===== config.mk =====
export PLATFORM = sky130hd
export DESIGN_NAME = dpa_host
export DESIGN_NICKNAME = d
export VERILOG_FILES = /design/src/dpa_cnt.v /design/src/dpa_host.v
export VERILOG_INCLUDE_DIRS = /design/src
export SDC_FILE = /design/constraint.sdc
export NUM_CORES = 1
export LEC_CHECK = 0
export BUFFER_PORTS_ARGS = -buffer_cell sky130_fd_sc_hd__buf_4
export CORE_ASPECT_RATIO = 0.9
export CORE_MARGIN = 2
export CORE_UTILIZATION = 45
export CTS_BUF_LIST = sky130_fd_sc_hd__clkbuf_8
export CTS_CLUSTER_SIZE = 24
export DETAILED_ROUTE_END_ITERATION = 7
export GPL_ROUTABILITY_DRIVEN = 1
export HOLD_SLACK_MARGIN = 0.08
export PLACE_DENSITY = 0.7
export SYNTH_ARGS = -nofsm -noshare
export SYNTH_HDL_FRONTEND = slang
export SYNTH_SLANG_ARGS = --single-unit

===== constraint.sdc =====
create_clock -name i_clock -period 4.6 [get_ports i_clock]
set_clock_uncertainty 0.05 [all_clocks]
set_input_delay 0.23 -clock i_clock [delete_from_list [all_inputs] [get_ports i_clock]]
set_output_delay 0.23 -clock i_clock [all_outputs]
set_load 0.01 [all_outputs]

===== src/dpa_map.vh =====
// timing constants and rule overview for the dual-port ram host controller
// Overview of operation
// - this host changes the address only while the write strobe and chip select are high.
// - this host holds one selection, array or flag, steady for the whole write window.
// - this host stretches a strobe-controlled write while output drive is on to cover turn-off and data setup.
// - in slave mode the conflict input must be asserted by the start of the write, which is then inhibited.
// - after the conflict flag releases, this host keeps the write asserted for the write-hold time.
`ifndef DPA_MAP_VH
`define DPA_MAP_VH
`define DPA_CLK_NS 40
`define DPA_WP_NS 20
`define DPA_WZ_DW_NS 30
`define DPA_WH_NS 25
`define DPA_P2P_NS 50
`define DPA_SPS_NS 5
`define DPA_SETUP_NS 0
`endif


===== src/dpa_cnt.v =====
// down counter used to time one phase of a ram cycle
module dpa_cnt #(
	parameter W = 4
) (
	input wire i_clock,
	input wire i_rst,
	input wire i_load,
	input wire [W-1:0] i_value,
	output wire o_done
);
	reg [W-1:0] cnt_q;
	always @(posedge i_clock) begin
		if (i_rst) begin
			cnt_q <= {W{1'b0}};
		end else if (i_load) begin
			cnt_q <= i_value;
		end else if (cnt_q != {W{1'b0}}) begin
			cnt_q <= cnt_q - {{(W-1){1'b0}}, 1'b1};
		end
	end
	assign o_done = (cnt_q == {W{1'b0}}) && !i_load;
endmodule // dpa_cnt


===== src/dpa_host.v =====
// host controller driving one port of the dual-port ram
`include "dpa_map.vh"
module dpa_host #(
	parameter AW = 12,
	parameter DW = 16
) (
	input wire i_clock,
	input wire i_rst,
	input wire i_req,
	input wire i_write,
	input wire i_flag,
	input wire [1:0] i_bytes,
	input wire i_oe_low,
	input wire [AW-1:0] i_addr,
	input wire [DW-1:0] i_wdata,
	output reg o_busy,
	output reg o_done,
	output reg [DW-1:0] o_rdata,
	output reg o_chip_select_n,
	output reg o_write_not_read,
	output reg o_upper_byte_sel_n,
	output reg o_lower_byte_sel_n,
	output reg o_flag_select_n,
	output reg o_output_drive_n,
	output reg [AW-1:0] o_addr,
	output reg [DW-1:0] o_data_out,
	output reg o_data_oe,
	input wire [DW-1:0] i_data_in,
	input wire i_port_conflict_n
);
	function [3:0] ns2cyc;
		input integer ns;
		integer c;
		begin
			c = (ns + `DPA_CLK_NS - 1) / `DPA_CLK_NS;
			if (c < 1)
				c = 1;
			ns2cyc = c[3:0];
		end
	endfunction
	localparam [3:0] WP_CYC = ns2cyc(`DPA_WP_NS);
	localparam [3:0] WZDW_CYC = ns2cyc(`DPA_WZ_DW_NS);
	localparam [3:0] WH_CYC = ns2cyc(`DPA_WH_NS);
	localparam [3:0] RD_CYC = ns2cyc(`DPA_P2P_NS);
	localparam [3:0] WP_OE = (WZDW_CYC > WP_CYC) ? WZDW_CYC : WP_CYC;
	localparam [2:0] S_IDLE = 3'd0;
	localparam [2:0] S_SETUP = 3'd1;
	localparam [2:0] S_STROBE = 3'd2;
	localparam [2:0] S_HOLD = 3'd3;
	localparam [2:0] S_END = 3'd4;
	reg [2:0] st_q;
	reg [DW-1:0] din_s1_q, din_s2_q;
	reg cf_s1_q, cf_s2_q, cf_seen_q;
	reg wr_q;
	reg flag_q;
	reg [1:0] bytes_q;
	reg [2:0] st_d;
	wire accept;
	reg ld;
	reg [3:0] ld_val;
	wire cnt_done;
	function state_is;
		input [2:0] cur;
		input [2:0] want;
		begin
			state_is = (cur == want);
		end
	endfunction
	assign accept = state_is(st_q, S_IDLE) && i_req;
	dpa_cnt #(.W(4)) u_cnt (
		.i_clock(i_clock),
		.i_rst(i_rst),
		.i_load(ld),
		.i_value(ld_val),
		.o_done(cnt_done)
	);
	// pins from the ram pass two flops; conflict timing relies on the synchronised copy
	always @(posedge i_clock) begin
		din_s1_q <= i_data_in;
		din_s2_q <= din_s1_q;
		cf_s1_q <= i_port_conflict_n;
		cf_s2_q <= cf_s1_q;
	end
	always @* begin
		ld = 1'b0;
		ld_val = 4'h0;
		if (st_q == S_SETUP) begin
			ld = 1'b1;
			if (wr_q && !o_output_drive_n)
				ld_val = WP_OE;
			else if (wr_q)
				ld_val = WP_CYC;
			else
				ld_val = RD_CYC + 4'h2;
		end else if (st_q == S_STROBE && wr_q && cf_seen_q && cf_s2_q) begin
			ld = 1'b1;
			ld_val = WH_CYC;
		end
	end
	// next state; a blocked write stays open until the far side lets it go
	always @* begin
		st_d = st_q;
		case (st_q)
		S_IDLE: begin
			if (i_req) begin
				st_d = S_SETUP;
			end
		end
		S_SETUP: begin
			st_d = S_STROBE;
		end
		S_STROBE: begin
			if (ld) begin
				st_d = S_HOLD;
			end else if (cnt_done && !(wr_q && (cf_seen_q || !cf_s2_q))) begin
				st_d = S_END;
			end
		end
		S_HOLD: begin
			if (!cf_s2_q) begin
				// conflict is low again; wait for the next release
				st_d = S_STROBE;
			end else if (cnt_done) begin
				st_d = S_END;
			end
		end
		S_END: begin
			st_d = S_IDLE;
		end
		default: begin
			st_d = S_IDLE;
		end
		endcase
	end
	always @(posedge i_clock) begin
		if (i_rst) begin
			st_q <= S_IDLE;
		end else begin
			st_q <= st_d;
		end
	end
	// request fields are captured once, so the host bus may move during the cycle
	always @(posedge i_clock) begin
		if (i_rst) begin
			wr_q <= 1'b0;
			flag_q <= 1'b0;
			bytes_q <= 2'h0;
			o_addr <= {AW{1'b0}};
			o_data_out <= {DW{1'b0}};
		end else if (accept) begin
			// address moves only with all strobes high
			o_addr <= i_addr;
			wr_q <= i_write;
			flag_q <= i_flag;
			bytes_q <= i_bytes;
			o_data_out <= i_flag ? {DW{i_wdata[0]}} : i_wdata;
		end
	end
	always @(posedge i_clock) begin
		if (i_rst) begin
			cf_seen_q <= 1'b0;
		end else if (state_is(st_q, S_IDLE)) begin
			cf_seen_q <= 1'b0;
		end else if (state_is(st_q, S_STROBE) && wr_q && !cf_s2_q) begin
			cf_seen_q <= 1'b1; // write inhibited by conflict
		end
	end
	always @(posedge i_clock) begin
		if (i_rst) begin
			o_chip_select_n <= 1'b1;
			o_write_not_read <= 1'b1;
			o_upper_byte_sel_n <= 1'b1;
			o_lower_byte_sel_n <= 1'b1;
			o_flag_select_n <= 1'b1;
			o_output_drive_n <= 1'b1;
			o_data_oe <= 1'b0;
		end else begin
			case (st_q)
			S_IDLE: begin
				// data stays driven one cycle past the strobe's rise, so no hold time is lost
				o_data_oe <= 1'b0;
				if (i_req) begin
					o_output_drive_n <= i_write ? !i_oe_low : 1'b0;
				end
			end
			S_SETUP: begin
				// one selection held through the window
				if (flag_q) begin
					o_flag_select_n <= 1'b0;
					o_upper_byte_sel_n <= 1'b1;
					o_lower_byte_sel_n <= 1'b1;
				end else begin
					o_chip_select_n <= 1'b0;
					o_upper_byte_sel_n <= !bytes_q[1];
					o_lower_byte_sel_n <= !bytes_q[0];
				end
				o_write_not_read <= !wr_q;
				o_data_oe <= wr_q;
			end
			S_END: begin
				o_write_not_read <= 1'b1;
				o_chip_select_n <= 1'b1;
				o_flag_select_n <= 1'b1;
				o_upper_byte_sel_n <= 1'b1;
				o_lower_byte_sel_n <= 1'b1;
				o_output_drive_n <= 1'b1;
			end
			default: begin
				// strobe and hold keep every pin as set up
			end
			endcase
		end
	end
	// status towards the host bus
	always @(posedge i_clock) begin
		if (i_rst) begin
			o_busy <= 1'b0;
			o_done <= 1'b0;
			o_rdata <= {DW{1'b0}};
		end else begin
			o_done <= state_is(st_q, S_END);
			if (accept) begin
				o_busy <= 1'b1;
			end else if (state_is(st_q, S_END)) begin
				o_busy <= 1'b0;
			end
			// flag reads give the value on every line, all kept raw
			if (state_is(st_q, S_END) && !wr_q) begin
				o_rdata <= din_s2_q;
			end
		end
	end
endmodule // dpa_host


---- Word-level counts from Yosys, hierarchy flattened ----
Index checks and enable logic that the tools add are counted.
W data, S select, Z words.
word-level totals
  output and inout bits ................... 53
  bits in registers ....................... 99
operators by class
  reductions and logical operators ........ 32
  add/subtract/negate cells ............... 1
  mux-type cells .......................... 30
  eq/ne operators ......................... 9
operators by type and width
  cell                   count
  $mux W3                7
  $mux W16               1
  $pmux W1 S2            7
  $mux W4                3
  $pmux W3 S4            1
  $mux W1                11
  $logic_and A1 B1 Y1    10
  $reduce_bool A2 Y1     5
  $logic_not A1 Y1       8
  $eq A3 B2 Y1 const B   2
  $ne A2 B2 Y1 const B   3
  $reduce_and A2 Y1      3
  $logic_not A4 Y1       1
  $reduce_bool A4 Y1     1
  $sub A4 B1 Y4 const B  1
  $eq A3 B1 Y1 const B   1
  $eq A3 B3 Y1 const B   1
  $logic_not A3 Y1       1
  $ne A3 B1 Y1 const B   1
  $ne A3 B3 Y1 const B   1
  $reduce_and A3 Y1      1
  $reduce_or A2 Y1       1
  $logic_or A1 B1 Y1     1

---- Depth between registers and ports, before layout ----
Gate-level depths: netlist of run 1.
  depth after elaboration ................. 12
  gate-level depth with buffers ........... 7
  gate-level depth less buffers ........... 6

---- Cells and area by module ----
A second synthesis of run 1 with hierarchy kept.
unflattened totals
  cell total of the unflattened synthesis .. 352
  area, all modules ....................... 3271.9 µm²
by module, submodules not included
  module    cells each  times used  seq. area each (µm²)  area an instance (µm²)
  dpa_host  326         1           1901.8                3039.2
  dpa_cnt   26          1           80.1                  232.7

---- Least setup slack after synthesis of run 1 ----
No wires, ideal clock.
  kind .................................... register to register
  start point ............................. register u_cnt.cnt_q[0]
  end point ............................... register st_q[0]
  required time ........................... 4428 ps
  cell stages (with the launch flop) ...... 8
  setup time .............................. 122 ps
  period minus slack after synthesis ...... 1791 ps
  arrival ................................. 1619 ps
  path slack .............................. 2809 ps
  cells stage by stage .................... dfxtp_1 > inv_1 > ha_1 > or3b_1 > buf_6 > o2111ai_4 > nand2_2 > o311a_1
between the ends
  word-level cells in the longest chain between the ends .. 5
ends and longest elaborated chain
  item                             RTL line        source
  from (decl)                      dpa_cnt.v:11    reg [W-1:0] cnt_q;
  from (signal assigned)           dpa_cnt.v:14    cnt_q <= {W{1'b0}};
  from (signal assigned)           dpa_cnt.v:16    cnt_q <= i_value;
  from (signal assigned)           dpa_cnt.v:18    cnt_q <= cnt_q - {{(W-1){1'b0}}, 1'b1};
  $logic_not A4 Y1 (*)             dpa_cnt.v:21    assign o_done = (cnt_q == {W{1'b0}}) && !i_load;
  $logic_and A1 B1 Y1 (*)          dpa_cnt.v:21
  $logic_and A1 B1 Y1              dpa_host.v:115  end else if (cnt_done && !(wr_q && (cf_seen_q || !cf_s2_q))) begin
  $ne A3 B1 Y1 (no line)           n/a
  $reduce_and A3 Y1 (no line) (*)  n/a
  to (signal assigned)             dpa_host.v:139  st_q <= st_d;
  to (decl)                        dpa_host.v:51   reg [2:0] st_q;
Mark *: on every way between the ends. The rest lies on a longest branch, timed or not.
A chain may end at the register's enable or synchronous reset.

---- Worst setup path after layout of run 1 ----
Ends and elaborated chain as after synthesis.

==> results.txt, run 1 <==
The flow ran to the end, and the final reports show no timing, DRC or antenna violations. The startpoint identified for the worst hold timing path is i_oe_low. Each instance of the synthesized netlist takes up on average 9.472 um2. Setup repair after global routing left no endpoint under its margin. The post-layout net count is 528. The root buffer cell chosen for the clock tree is sky130_fd_sc_hd__clkbuf_8.

The via count of the first global-routing pass is 2602. The actual slew at the worst max-slew pin came out at 0.6160 ns. The number of antenna violations at the first check in global routing is 0. STA classifies the critical path endpoint as a flip-flop. The total internal power came out at 1.477 mW. Buffers placed on the I/O ports in this run total 105.

During synthesis, Yosys emitted a total of 0 warnings. In this run the deepest clock path goes through 2 buffers. TritonCTS built the clock tree. The total power divided by cell area is 480.0 nW/um2. The wire length of the first global-routing pass is 12.32 mm. In this run the power spent charging and discharging nets is 724.1 uW. The startpoint of the most critical register-to-register path is u_cnt.cnt_q[0]. The source-to-sink clock delay at the later pin of the worst-skew pair is 0.35 ns. The per-cell routed wire length is 13.27 um. 0 antenna diodes ended up in the layout.

The data required time at the worst endpoint is 4.80 ns. The worst-case hold slack is 0.09893 ns. The count of final hold-check violations is 0. The xor/xnor share of the synthesized area came out at 0.005329. The cell count after placement is 522. The net switching share of the total power came out at 0.3290. The global route total overflow is 0. The weighted congestion reported at the end of routability-driven placement came out at 0.8394. Pin placement for this block handled 106 I/O pins. The share of total power dissipated in sequential elements is 0.485.

The fraction of the mapped netlist area in adder cells came out at 0.007613. The share of final-layout standard cells stronger than drive strength 1 is 0.2704. The height of the chip is 85.08 um. Among cell families on the critical path, the largest total delay comes from compound AO/OA/AOI/OAI gates. The cts-stage hold buffer count came out at 33. The initialized floorplan defines 29 standard-cell rows. Synthesis produced a netlist with a net count of 402.

The tool flagged a number of max-cap violations equal to 0. The final antenna-violating net count is 0. Summed over all layers, the routed wires come to 7.564 mm. The accumulated negative setup slack is 0 ns. The DRC violations left is 0. The critical path starts at u_cnt.cnt_q[0]. The sort of element at the start of the critical path is a flip-flop. The critical path buffer and inverter count came out at 1.

The maximum fanout along the worst path is 6. The number of pins with negative max-slew slack in the final report came out at 0. The clock network fraction of total power is 0.234. The overall die width is 94.09 um. The count of endpoints failing setup in the final report is 0. The initial cell density of the core came out at 0.4645. The number of instances resized during post-cts repair is 0. The delay of the slowest cell on the worst path came out at 0.51 ns. The cell count after synthesis is 347. The synthesis-to-finish area growth is 39.51%.

The share of total power dissipated in combinational logic is 0.281. Of the synthesized area, sequential elements account for 0.6030. The ratio of final minimum period to clock period is 0.4231. For this design the static power due to leakage is 1.931 nW. Derived from the worst setup path, the maximum achievable clock frequency is 513.8 MHz.

By area, the combinational part of the netlist is dominated by simple AND/OR/NAND/NOR gates. The count of routing violations after the opening detailed-route iteration came out at 108. The non-filler instance count after layout is 570. The clock period could shrink to 1.946 ns.

By startpoint and endpoint, the worst setup path is classified as reg -> reg. The clock-pin transition on the worst setup and hold timing paths came out at 0.09 ns. Across all register-to-register paths, the minimum setup slack is 2.65 ns. The maximum number of pins on one net before global-route repair is 58. Counting the buffers created by CTS gives 9.

The count of cell types in the netlist came out at 41. The worst max-slew margin expressed relative to the limit came out at 0.5883. The peak supply drop is 0.3063 mV.

The share of the synthesized area in compound gates (AO/OA/AOI/OAI) was 0.1625. The core region is 7076 um2. The tightest min-delay check is of the in -> reg type. Of the post-synthesis cell area, the part taken by muxes is 0. The post-synthesis sequential element count is 99. The final HPWL from detailed placement is 4.946 mm. The pre-antenna-repair detailed-routing pass consisted of 4 iterations.

The count of vias placed by the detailed router is 2728. The clock net in this run drives a total of 99 sinks. The slowest stage of the critical path belongs to the cell sky130_fd_sc_hd__or3b_1. The area of the die is 8005 um2.

The number of post-CTS setup repair buffers is 0. Using the TritonRoute via totals, the vias-per-cell ratio works out to 4.786. The signal on the critical path passes through inv_1 -> ha_1 -> or3b_1 -> o2111ai_4 -> nand2_2 -> o311a_1. The simple-gate area share of the yosys netlist is 0.1755. The global routing usage summed across all routing layers came out at 0.1974.

The post-synthesis instance area came out at 3287 um2. Data on the critical path arrives at its endpoint at 2.14 ns. The H-tree was split into 3 levels.
-- worst register-to-register path, stage by stage (launching register included) --
cell and delay [ns]:
sky130_fd_sc_hd__dfxtp_1 0.32, sky130_fd_sc_hd__inv_1 0.11, sky130_fd_sc_hd__ha_1 0.17, sky130_fd_sc_hd__or3b_1 0.51
sky130_fd_sc_hd__o2111ai_4 0.27, sky130_fd_sc_hd__nand2_2 0.09, sky130_fd_sc_hd__o311a_1 0.33
-- cell usage in the layout, fill, tap and decap left out, drive strengths merged, types with 4 or more instances in the layout --
master	Yosys	layout
dlygate4sd3	0	33
dfxtp	99	99
a211oi	15	15
nand2	79	79
inv	6	8
a21oi	54	54
o21ai	4	4
nor3	5	5
buf	14	106
clkbuf	10	9
nor2	25	25
-- kinds of logic after synthesis --
kind of cell,after synthesis
simple gates,130
xor+xnor,2
flops,99
fa+ha+maj,2
buf+inv,30
compound gates,84
-- cells in the mapped netlist --
cell                        number  area share
sky130_fd_sc_hd__a21o_1          1      0.0023
sky130_fd_sc_hd__o311a_1         1      0.0030
sky130_fd_sc_hd__a2111oi_2       1      0.0046
sky130_fd_sc_hd__nor3_2          1      0.0030
sky130_fd_sc_hd__nor2_1         24       0.027
sky130_fd_sc_hd__and2_1          2      0.0038
sky130_fd_sc_hd__or2_1           1      0.0019
sky130_fd_sc_hd__o21ai_0         2      0.0030
sky130_fd_sc_hd__or3b_4          1      0.0034
sky130_fd_sc_hd__buf_2           7       0.011
sky130_fd_sc_hd__a21oi_1        54       0.082
sky130_fd_sc_hd__a211oi_1       15       0.034
sky130_fd_sc_hd__a31o_1          1      0.0027
sky130_fd_sc_hd__nor3b_1         2      0.0046
sky130_fd_sc_hd__buf_4           4      0.0091
sky130_fd_sc_hd__o21a_1          1      0.0023
sky130_fd_sc_hd__nand2_1        78       0.089
sky130_fd_sc_hd__o21ai_1         2      0.0030
sky130_fd_sc_hd__xor2_1          1      0.0027
sky130_fd_sc_hd__nor2b_1         2      0.0038
sky130_fd_sc_hd__nand2b_1        3      0.0057
sky130_fd_sc_hd__inv_1           6      0.0069
sky130_fd_sc_hd__a2111oi_0       1      0.0027
sky130_fd_sc_hd__dfxtp_1        99        0.60
sky130_fd_sc_hd__buf_1           1      0.0011
sky130_fd_sc_hd__nor2_2          1      0.0019
sky130_fd_sc_hd__or3_1           1      0.0019
sky130_fd_sc_hd__ha_1            2      0.0076
sky130_fd_sc_hd__clkbuf_1       10       0.011
sky130_fd_sc_hd__a31oi_1         2      0.0038
sky130_fd_sc_hd__and3b_1         1      0.0027
sky130_fd_sc_hd__nand3b_1        2      0.0046
sky130_fd_sc_hd__buf_6           2      0.0069
sky130_fd_sc_hd__o22a_1          1      0.0027
sky130_fd_sc_hd__xnor2_1         1      0.0027
sky130_fd_sc_hd__nor3b_2         1      0.0038
sky130_fd_sc_hd__or3b_1          2      0.0053
sky130_fd_sc_hd__nor3_1          4      0.0061
sky130_fd_sc_hd__nand2_2         1      0.0019
sky130_fd_sc_hd__nand3_1         3      0.0046
sky130_fd_sc_hd__o2111ai_4       2       0.016
-- path summary, 6_finish.rpt --
kind | endpoint | cells past startpoint
setup / recovery | st_q[0] | 6
hold reg to reg | din_s2_q[5] | 0
setup reg to reg | st_q[0] | 6
hold / removal | o_output_drive_n | 3
-- cell type report --
cell class | count | area, um2
Clock inverter | 6 | 61.31
Timing Repair Buffer | 139 | 1126
Fill cell | 590 | 2490
Clock buffer | 9 | 123.9
Inverter | 6 | 22.52
Sequential cell | 99 | 1982
Multi-Input combinational cell | 218 | 1154
Tap cell | 93 | 116.4
-- registers in the layout, indices dropped and copies added (netlist names), 2 cells and up --
| signal | cells |
|---|---|
| bytes_q | 2 |
| din_s1_q | 16 |
| din_s2_q | 16 |
| o_addr | 12 |
| o_data_out | 16 |
| o_rdata | 16 |
| st_q | 3 |
| u_cnt.cnt_q | 4 |
-- per-layer routing --
metal / GRT usage / wire length [um] / up-vias
met4: 0.05534 / 123 / 0
met2: 0.3364 / 3831 / 72
li1: - / - / 1407
met1: 0.2332 / 3174 / 1239
met3: 0.07460 / 434 / 10
met5: 0 / 0 / -
-- power by group through the flow --
| stage | clock, mW | combinational (mW) | sequential [mW] |
|---|---|---|---|
| final | 0.515 | 0.619 | 1.07 |
| after global routing | 0.568 | 0.682 | 1.08 |
| after CTS | 0.530 | 0.623 | 1.07 |
| after detailed placement | 0 | 0.600 | 1.08 |
| after global placement | 0 | 0.587 | 1.08 |
| after floorplan | 0 | 0.389 | 1.09 |
-- through the flow --
step | area, um2 | utilization | setup slack, ns | total power, mW
2_1_floorplan | 3287 | - | 2.809 | 1.480
3_3_place_gp | 4070 | 0.5752 | 2.732 | 1.666
3_5_place_dp | 4070 | 0.5752 | 2.649 | 1.684
4_1_cts | 4586 | 0.6481 | 2.639 | 2.218
5_1_grt | 4586 | 0.6481 | 2.513 | 2.333
6_report | 4586 | 0.6481 | 2.654 | 2.201
Power figures use the tool's default switching activity.
==> run 2, diff against run 1 <==
==> constraint.sdc (replaced) <==
create_clock -name i_clock -period 2.01 [get_ports i_clock]
set_clock_uncertainty 0.05 [all_clocks]
set_input_delay 0.1005 -clock i_clock [delete_from_list [all_inputs] [get_ports i_clock]]
set_output_delay 0.1005 -clock i_clock [all_outputs]
set_load 0.01 [all_outputs]
==> results.txt, run 2 (synthesized netlist as in run 1, its figures left out) <==
The number of ports placed on the die boundary was 106 (unchanged). The global route total overflow came out at 0 (unchanged). The number of max-cap violations is 0 (unchanged). The fmax is 540.6 MHz (+5.2%). The worst setup path is captured at a flip-flop. The antenna diode count came out at 0 (unchanged). The peak supply drop is 0.7094 mV (+130%). The global routing usage summed across all routing layers came to 0.1993 (+0.001836). The maximum root-to-sink buffer count came out at 2 (unchanged). The number of rows in the core area is 29 (unchanged). The final non-filler cell area was 4827 um2 (+5.3%). The total routed wirelength came out at 7.697 mm (+1.8%). The source-to-sink clock delay at the later pin of the worst-skew pair came out at 0.36 ns (about the same). The number of cells on the worst hold path is 3 (unchanged).

The area of the die was 8005 um2 (unchanged). The total area of sequential cells came to 1982 um2 (unchanged). TritonCTS built the clock tree. The count of final hold-check violations is 0 (unchanged). The DRC violations left came to 0 (unchanged). The final antenna-violating net count is 0 (unchanged).

The number of antenna violations at the first check in global routing is 0 (unchanged). The count of routing violations after the opening detailed-route iteration is 92 (-15%). The area of the core region came out at 7076 um2 (unchanged).

The TritonCTS buffer count came out at 9 (unchanged). The total power divided by cell area came out at 1070 nW/um2 (+120%). The via count of the first global-routing pass came out at 2732 (+5.0%).

The number of port buffers came to 105 (unchanged). Compared with the post-synthesis result, the final layout area differs by 46.86%. The final HPWL from detailed placement is 5.068 mm (+2.5%). The height of the chip is 85.08 um (unchanged). The H-tree depth came out at 3 (unchanged). The wire length of the first global-routing pass came out at 12.61 mm (+2.4%). The flow ran to the end, and the final reports show no timing, DRC or antenna violations. The sequential cell fraction of total power is 0.471 (-0.014). The type of the worst setup path is reg -> reg.

The static leakage came out at 2.045 nW (+5.9%). The detailed-route vias per instance is 4.825 (+0.81%). The maximum number of pins on one net before global-route repair is 40 (-31%). The clock-pin transition on the worst setup and hold timing paths is 0.10 ns (about the same). The switching power is 1.694 mW (+130%). The signal arrival time at the worst endpoint is 2.05 ns (-0.09 ns).

The total internal power came out at 3.473 mW (+140%). In this run the critical register-to-register path is captured at st_q[0]. The maximum fanout along the worst path was 6 (unchanged). The startpoint of the most critical register-to-register path is u_cnt.cnt_q[0].

The classification of the worst-slack hold path is in -> reg. The weighted congestion reported at the end of routability-driven placement came to 0.8328 (-0.79%). The overall die width came out at 94.09 um (unchanged). The cell area reported after detailed placement came to 4120 um2 (+1.2%). The count of vias placed by the detailed router came out at 2866 (+5.1%).

The master cell of the clock root buffer is sky130_fd_sc_hd__clkbuf_8. The fraction of power consumed by combinational cells came out at 0.295 (+0.014). The share of final-layout standard cells stronger than drive strength 1 is 0.2715 (+0.001017). The slack of the worst reg-to-reg path was 0.16 ns (-2.49 ns). The post-layout net count came out at 551 (+4.4%).

The worst max-slew margin expressed relative to the limit is 0.6332 (+0.04488). The count of endpoints failing setup in the final report came out at 0 (unchanged). The first-pass iteration count of the detailed router came to 4 (unchanged). The initial cell density of the core is 0.4645 (unchanged). The ratio of final minimum period to clock period is 0.9202 (+0.4971). The per-cell routed wire length came to 12.96 um (-2.4%). The area taken by multi-input logic gates is 1156 um2 (+0.22%).

The worst hold path terminates at o_data_out[13]. The count of cells along the worst register-to-register path is 6 (unchanged). The most frequent standard cell in the layout excluding fill and tap cells is sky130_fd_sc_hd__buf_4. The clock network fraction of total power came out at 0.235 (about the same). Setup repair after global routing left no endpoint under its margin. In the layout the commonest cells are 110 x sky130_fd_sc_hd__buf_4, 99 x sky130_fd_sc_hd__dfxtp_1, 78 x sky130_fd_sc_hd__nand2_1. The net switching share of the total power was 0.3278 (-0.001133).

The data required time at the worst endpoint came to 2.21 ns (-2.59 ns). The actual slew at the worst max-slew pin is 0.5502 ns (-0.06583 ns). The startpoint identified for the worst hold timing path is i_wdata[13]. The number of fillers in the final layout was 541 (-8.3%). The time the worst path needs with I/O delays and setup came to 1.850 ns (-0.09682 ns). The CTS sink count is 99 (unchanged).

The accumulated negative setup slack came out at 0 ns (unchanged). The number of pins with negative max-slew slack in the final report is 0 (unchanged). STA classifies the critical path startpoint as a flip-flop.
-- run 2: final cells by class --
type	instances	share of cell area
multi-input combinational	218	0.2395
tap	93	0.02411
clock buffer	9	0.02566
inverter	6	0.004666
timing repair buffer	162	0.2810
sequential	99	0.4106
clock inverter	7	0.01452
-- run 2: metal layers --
layer	vias up	global-route usage	routed length (um)
met5	-	0	0
met3	19	0.06128	383
met4	0	0.08300	216
met1	1324	0.2398	3192
met2	65	0.3312	3905
li1	1458	-	-
-- run 2: how the worst max path moves through the flow --
stage,start,end,slack (ns),cells after the start
CTS,u_cnt.cnt_q[0],st_q[0],0.05,6
detailed placement,u_cnt.cnt_q[0],st_q[0],0.05,6
global placement,u_cnt.cnt_q[0],st_q[0],0.14,6
finish,u_cnt.cnt_q[0],st_q[0],0.16,6
global route,u_cnt.cnt_q[0],st_q[0],0.07,6
floorplan,u_cnt.cnt_q[0],st_q[0],0.22,7
-- run 2: metrics by stage --
| step | util | cells | hold slack [ns] | power, mW | setup WS (ns) |
|---|---|---|---|---|---|
| finish | 0.6822 | 594 | 0.1008 | 5.167 | 0.1604 |
| global placement | 0.5823 | 527 | 0.1547 | 3.855 | 0.1405 |
| global route | 0.6822 | 594 | 0.1043 | 5.476 | 0.07280 |
| floorplan | - | 347 | 0.07822 | 3.386 | 0.2190 |
| detailed placement | 0.5823 | 527 | 0.1559 | 3.903 | 0.05242 |
| CTS | 0.6819 | 594 | 0.08360 | 5.196 | 0.04688 |
-- run 2: timing repair --
| action | in CTS | in global routing |
|---|---|---|
| buffers inserted | 0 | 0 |
| hold buffers | 51 | 0 |
| endpoints found under the hold margin | 54 | 0 |
| resized for setup | 0 | 1 |
| setup endpoints to repair | 0 | 1 |
-- run 2: power by group through the flow --
| stage | sequential [mW] | clock, mW | combinational, mW |
|---|---|---|---|
| 2_1_floorplan | 2.50 | 0 | 0.890 |
| 3_3_place_gp | 2.47 | 0 | 1.39 |
| 3_5_place_dp | 2.47 | 0 | 1.43 |
| 4_1_cts | 2.43 | 1.25 | 1.51 |
| 5_1_grt | 2.47 | 1.33 | 1.68 |
| 6_report | 2.43 | 1.21 | 1.52 |
-- run 2: worst max-delay path, cell delays in order (launching register included) --
cell	delay (ns)
sky130_fd_sc_hd__dfxtp_1	0.32
sky130_fd_sc_hd__inv_1	0.10
sky130_fd_sc_hd__ha_1	0.17
sky130_fd_sc_hd__or3b_4	0.45
sky130_fd_sc_hd__o2111ai_4	0.23
sky130_fd_sc_hd__nand2_2	0.09
sky130_fd_sc_hd__o311a_1	0.33
==> run 3, diff against run 2 <==
==> constraint.sdc (replaced) <==
create_clock -name i_clock -period 1.75 [get_ports i_clock]
set_clock_uncertainty 0.05 [all_clocks]
set_input_delay 0.0875 -clock i_clock [delete_from_list [all_inputs] [get_ports i_clock]]
set_output_delay 0.0875 -clock i_clock [all_outputs]
set_load 0.01 [all_outputs]
==> results.txt, run 3 (synthesized netlist as in run 1, its figures left out) <==
The flow ran to the end, and the final reports show no timing, DRC or antenna violations. The initial cell density of the core is 0.4645 (unchanged). The clock tree from TritonCTS is yes. The data required time at the worst endpoint came out at 1.95 ns (-0.26 ns). The first-pass iteration count of the detailed router is 4 (unchanged). The post-layout net count was 559 (+1.5%). The TritonCTS buffer count came out at 9 (unchanged). The slack of the worst reg-to-reg path came out at 0.005 ns (-0.16 ns). The number of antenna violations at the first check in global routing is 0 (unchanged). The startpoint of the most critical register-to-register path is u_cnt.cnt_q[1]. The worst max-slew margin expressed relative to the limit is 0.6365 (+0.003240). The wire length of the first global-routing pass is 13.18 mm (+4.5%). The count of cells along the worst register-to-register path came out at 6 (unchanged). The global route total overflow was 0 (unchanged). The count of endpoints failing setup in the final report came out at 0 (unchanged).

The static leakage came to 2.091 nW (+2.3%). The peak supply drop came to 0.9179 mV (+29%). The fmax came out at 573.0 MHz (+6.0%). The non-filler instance count after layout is 602 (+1.3%).

The DRC violations left is 0 (unchanged). The number of ports placed on the die boundary came out at 106 (unchanged). The cell area reported after detailed placement came out at 4182 um2 (+1.5%). The clock-pin transition on the worst setup and hold timing paths was 0.10 ns (about the same). The number of port buffers came out at 105 (unchanged). The sort of element at the start of the critical path is a flip-flop.

The number of cells on the worst hold path was 0 (-3). The time the worst path needs with I/O delays and setup came to 1.745 ns (-0.1043 ns). The overall die width came to 94.09 um (unchanged).

The count of final hold-check violations came to 0 (unchanged). The total power divided by cell area is 1252 nW/um2 (+17%). The path class of the tightest hold or removal check is reg -> reg. The signal arrival time at the worst endpoint came out at 1.94 ns (-0.11 ns). The endpoint identified for the worst register-to-register timing path is st_q[0]. The area of the core region came out at 7076 um2 (unchanged).

Setup repair after global routing could not meet its margin everywhere. The final antenna-violating net count came out at 0 (unchanged). The maximum number of pins on one net before global-route repair is 49 (+23%).

The cell count after placement came out at 533 (+1.1%). The H-tree depth is 3 (unchanged). The number of fillers in the final layout came out at 560 (+3.5%). The library cell used most frequently in the layout, excluding fill and tap cells, is sky130_fd_sc_hd__buf_4. The maximum fanout along the worst path is 3 (-3). The height of the chip was 85.08 um (unchanged). The global routing usage summed across all routing layers is 0.2087 (+0.009472). The maximum root-to-sink buffer count is 2 (unchanged). The via count of the first global-routing pass is 2892 (+5.9%).

The worst hold path begins at din_s1_q[8]. The final non-filler cell area is 4932 um2 (+2.2%). The actual slew at the worst max-slew pin is 0.5453 ns (-0.004860 ns). The endpoint class of the critical path is a flip-flop.

In the layout the commonest cells are 116 x sky130_fd_sc_hd__buf_4, 97 x sky130_fd_sc_hd__dfxtp_1, 78 x sky130_fd_sc_hd__nand2_1. The detailed-route vias per instance is 4.867 (+0.87%). The area of the die came to 8005 um2 (unchanged). The accumulated negative setup slack came out at 0 ns (unchanged).

The sum of internal, switching and leakage power is 6.176 mW (+20%). The final HPWL from detailed placement is 5.042 mm (-0.51%). The cell sitting at the root of the clock tree is a sky130_fd_sc_hd__clkbuf_8.

The total routed wirelength came out at 8.028 mm (+4.3%). The source-to-sink clock delay at the later pin of the worst-skew pair came out at 0.36 ns (about the same). The hold path endpoint is din_s2_q[8]. The critical path in this run is classified as reg -> reg. The synthesis-to-finish area growth came out at 50.06%. The count of routing violations after the opening detailed-route iteration is 119 (+29%).

The ratio of final minimum period to clock period came out at 0.9973 (+0.07710). The number of rows in the core area came out at 29 (unchanged). The number of max-cap violations came out at 0 (unchanged). The share of final-layout standard cells stronger than drive strength 1 is 0.2947 (+0.02324). The number of pins with negative max-slew slack in the final report is 0 (unchanged). The CTS sink count is 99 (unchanged). The antenna diode count came to 0 (unchanged). The weighted congestion reported at the end of routability-driven placement came to 0.8095 (-2.8%). The per-cell routed wire length is 13.34 um (+2.9%). The count of vias placed by the detailed router came out at 2930 (+2.2%).

The worst-case hold slack is 0.2846 ns (+0.1838 ns).
## run 3: cell types whose count changed in the layout (fill, tap and decap cells not counted), moves of 2 or more
cell | before | now
sky130_fd_sc_hd__dfxtp_1 | 99 | 97
sky130_fd_sc_hd__inv_2 | 0 | 2
sky130_fd_sc_hd__dfxtp_2 | 0 | 2
sky130_fd_sc_hd__inv_1 | 6 | 4
sky130_fd_sc_hd__buf_4 | 110 | 116
## run 3: critical path, stage by stage (launching register included)
cell                        delay [ns]
sky130_fd_sc_hd__dfxtp_2          0.34
sky130_fd_sc_hd__inv_2            0.08
sky130_fd_sc_hd__ha_4             0.13
sky130_fd_sc_hd__or3b_4           0.41
sky130_fd_sc_hd__o2111ai_4        0.24
sky130_fd_sc_hd__nand2_2          0.09
sky130_fd_sc_hd__o311a_1          0.28
## run 3: how the worst max path moves through the flow
stage / slack (ns) / start / end / depth (start not counted)
floorplan: 0.004 / u_cnt.cnt_q[0] / st_q[0] / 7
global placement: -0.002 / u_cnt.cnt_q[1] / st_q[0] / 6
detailed placement: -0.07 / u_cnt.cnt_q[1] / u_cnt.cnt_q[1] / 5
CTS: -0.01 / u_cnt.cnt_q[1] / st_q[0] / 6
global route: -0.06 / u_cnt.cnt_q[1] / st_q[0] / 6
finish: 0.005 / u_cnt.cnt_q[1] / st_q[0] / 6
## run 3: power by group
group / switching (mW) / internal, mW / total, mW
clock: 0.863 / 0.601 / 1.46
combinational: 0.950 / 0.972 / 1.92
sequential: 0.207 / 2.58 / 2.79
total: 2.02 / 4.16 / 6.18
## run 3: through the flow
step	worst slack, ns	util
2_1_floorplan	0.003503	-
5_1_grt	-0.05530	0.6971
6_report	0.004701	0.6971
3_5_place_dp	-0.06562	0.5910
3_3_place_gp	-0.002199	0.5910
4_1_cts	-0.01308	0.6937
## run 3: per-layer routing
layer  track usage  vias up  share of wire
met3       0.08437       20          0.063
met1        0.2487     1370           0.42
li1              -     1469              -
met5             0        -              0
met2        0.3442       71           0.49
met4       0.06851        0          0.026
## run 3: final cells by class
class,count,area [um2],area share
Clock inverter,6,65.06,0.01319
Inverter,6,22.52,0.004566
Sequential cell,99,1984,0.4023
Tap cell,93,116.4,0.02359
Multi-Input combinational cell,218,1175,0.2382
Clock buffer,10,137.6,0.02790
Timing Repair Buffer,170,1431,0.2902
## run 3: timing repair
action,CTS,global route
hold endpoints to repair,55,0
pin swaps,1,2
gates resized for setup,2,4
setup buffers,0,1
setup endpoints to repair,3,19
gates cloned,0,0
hold buffers,52,0
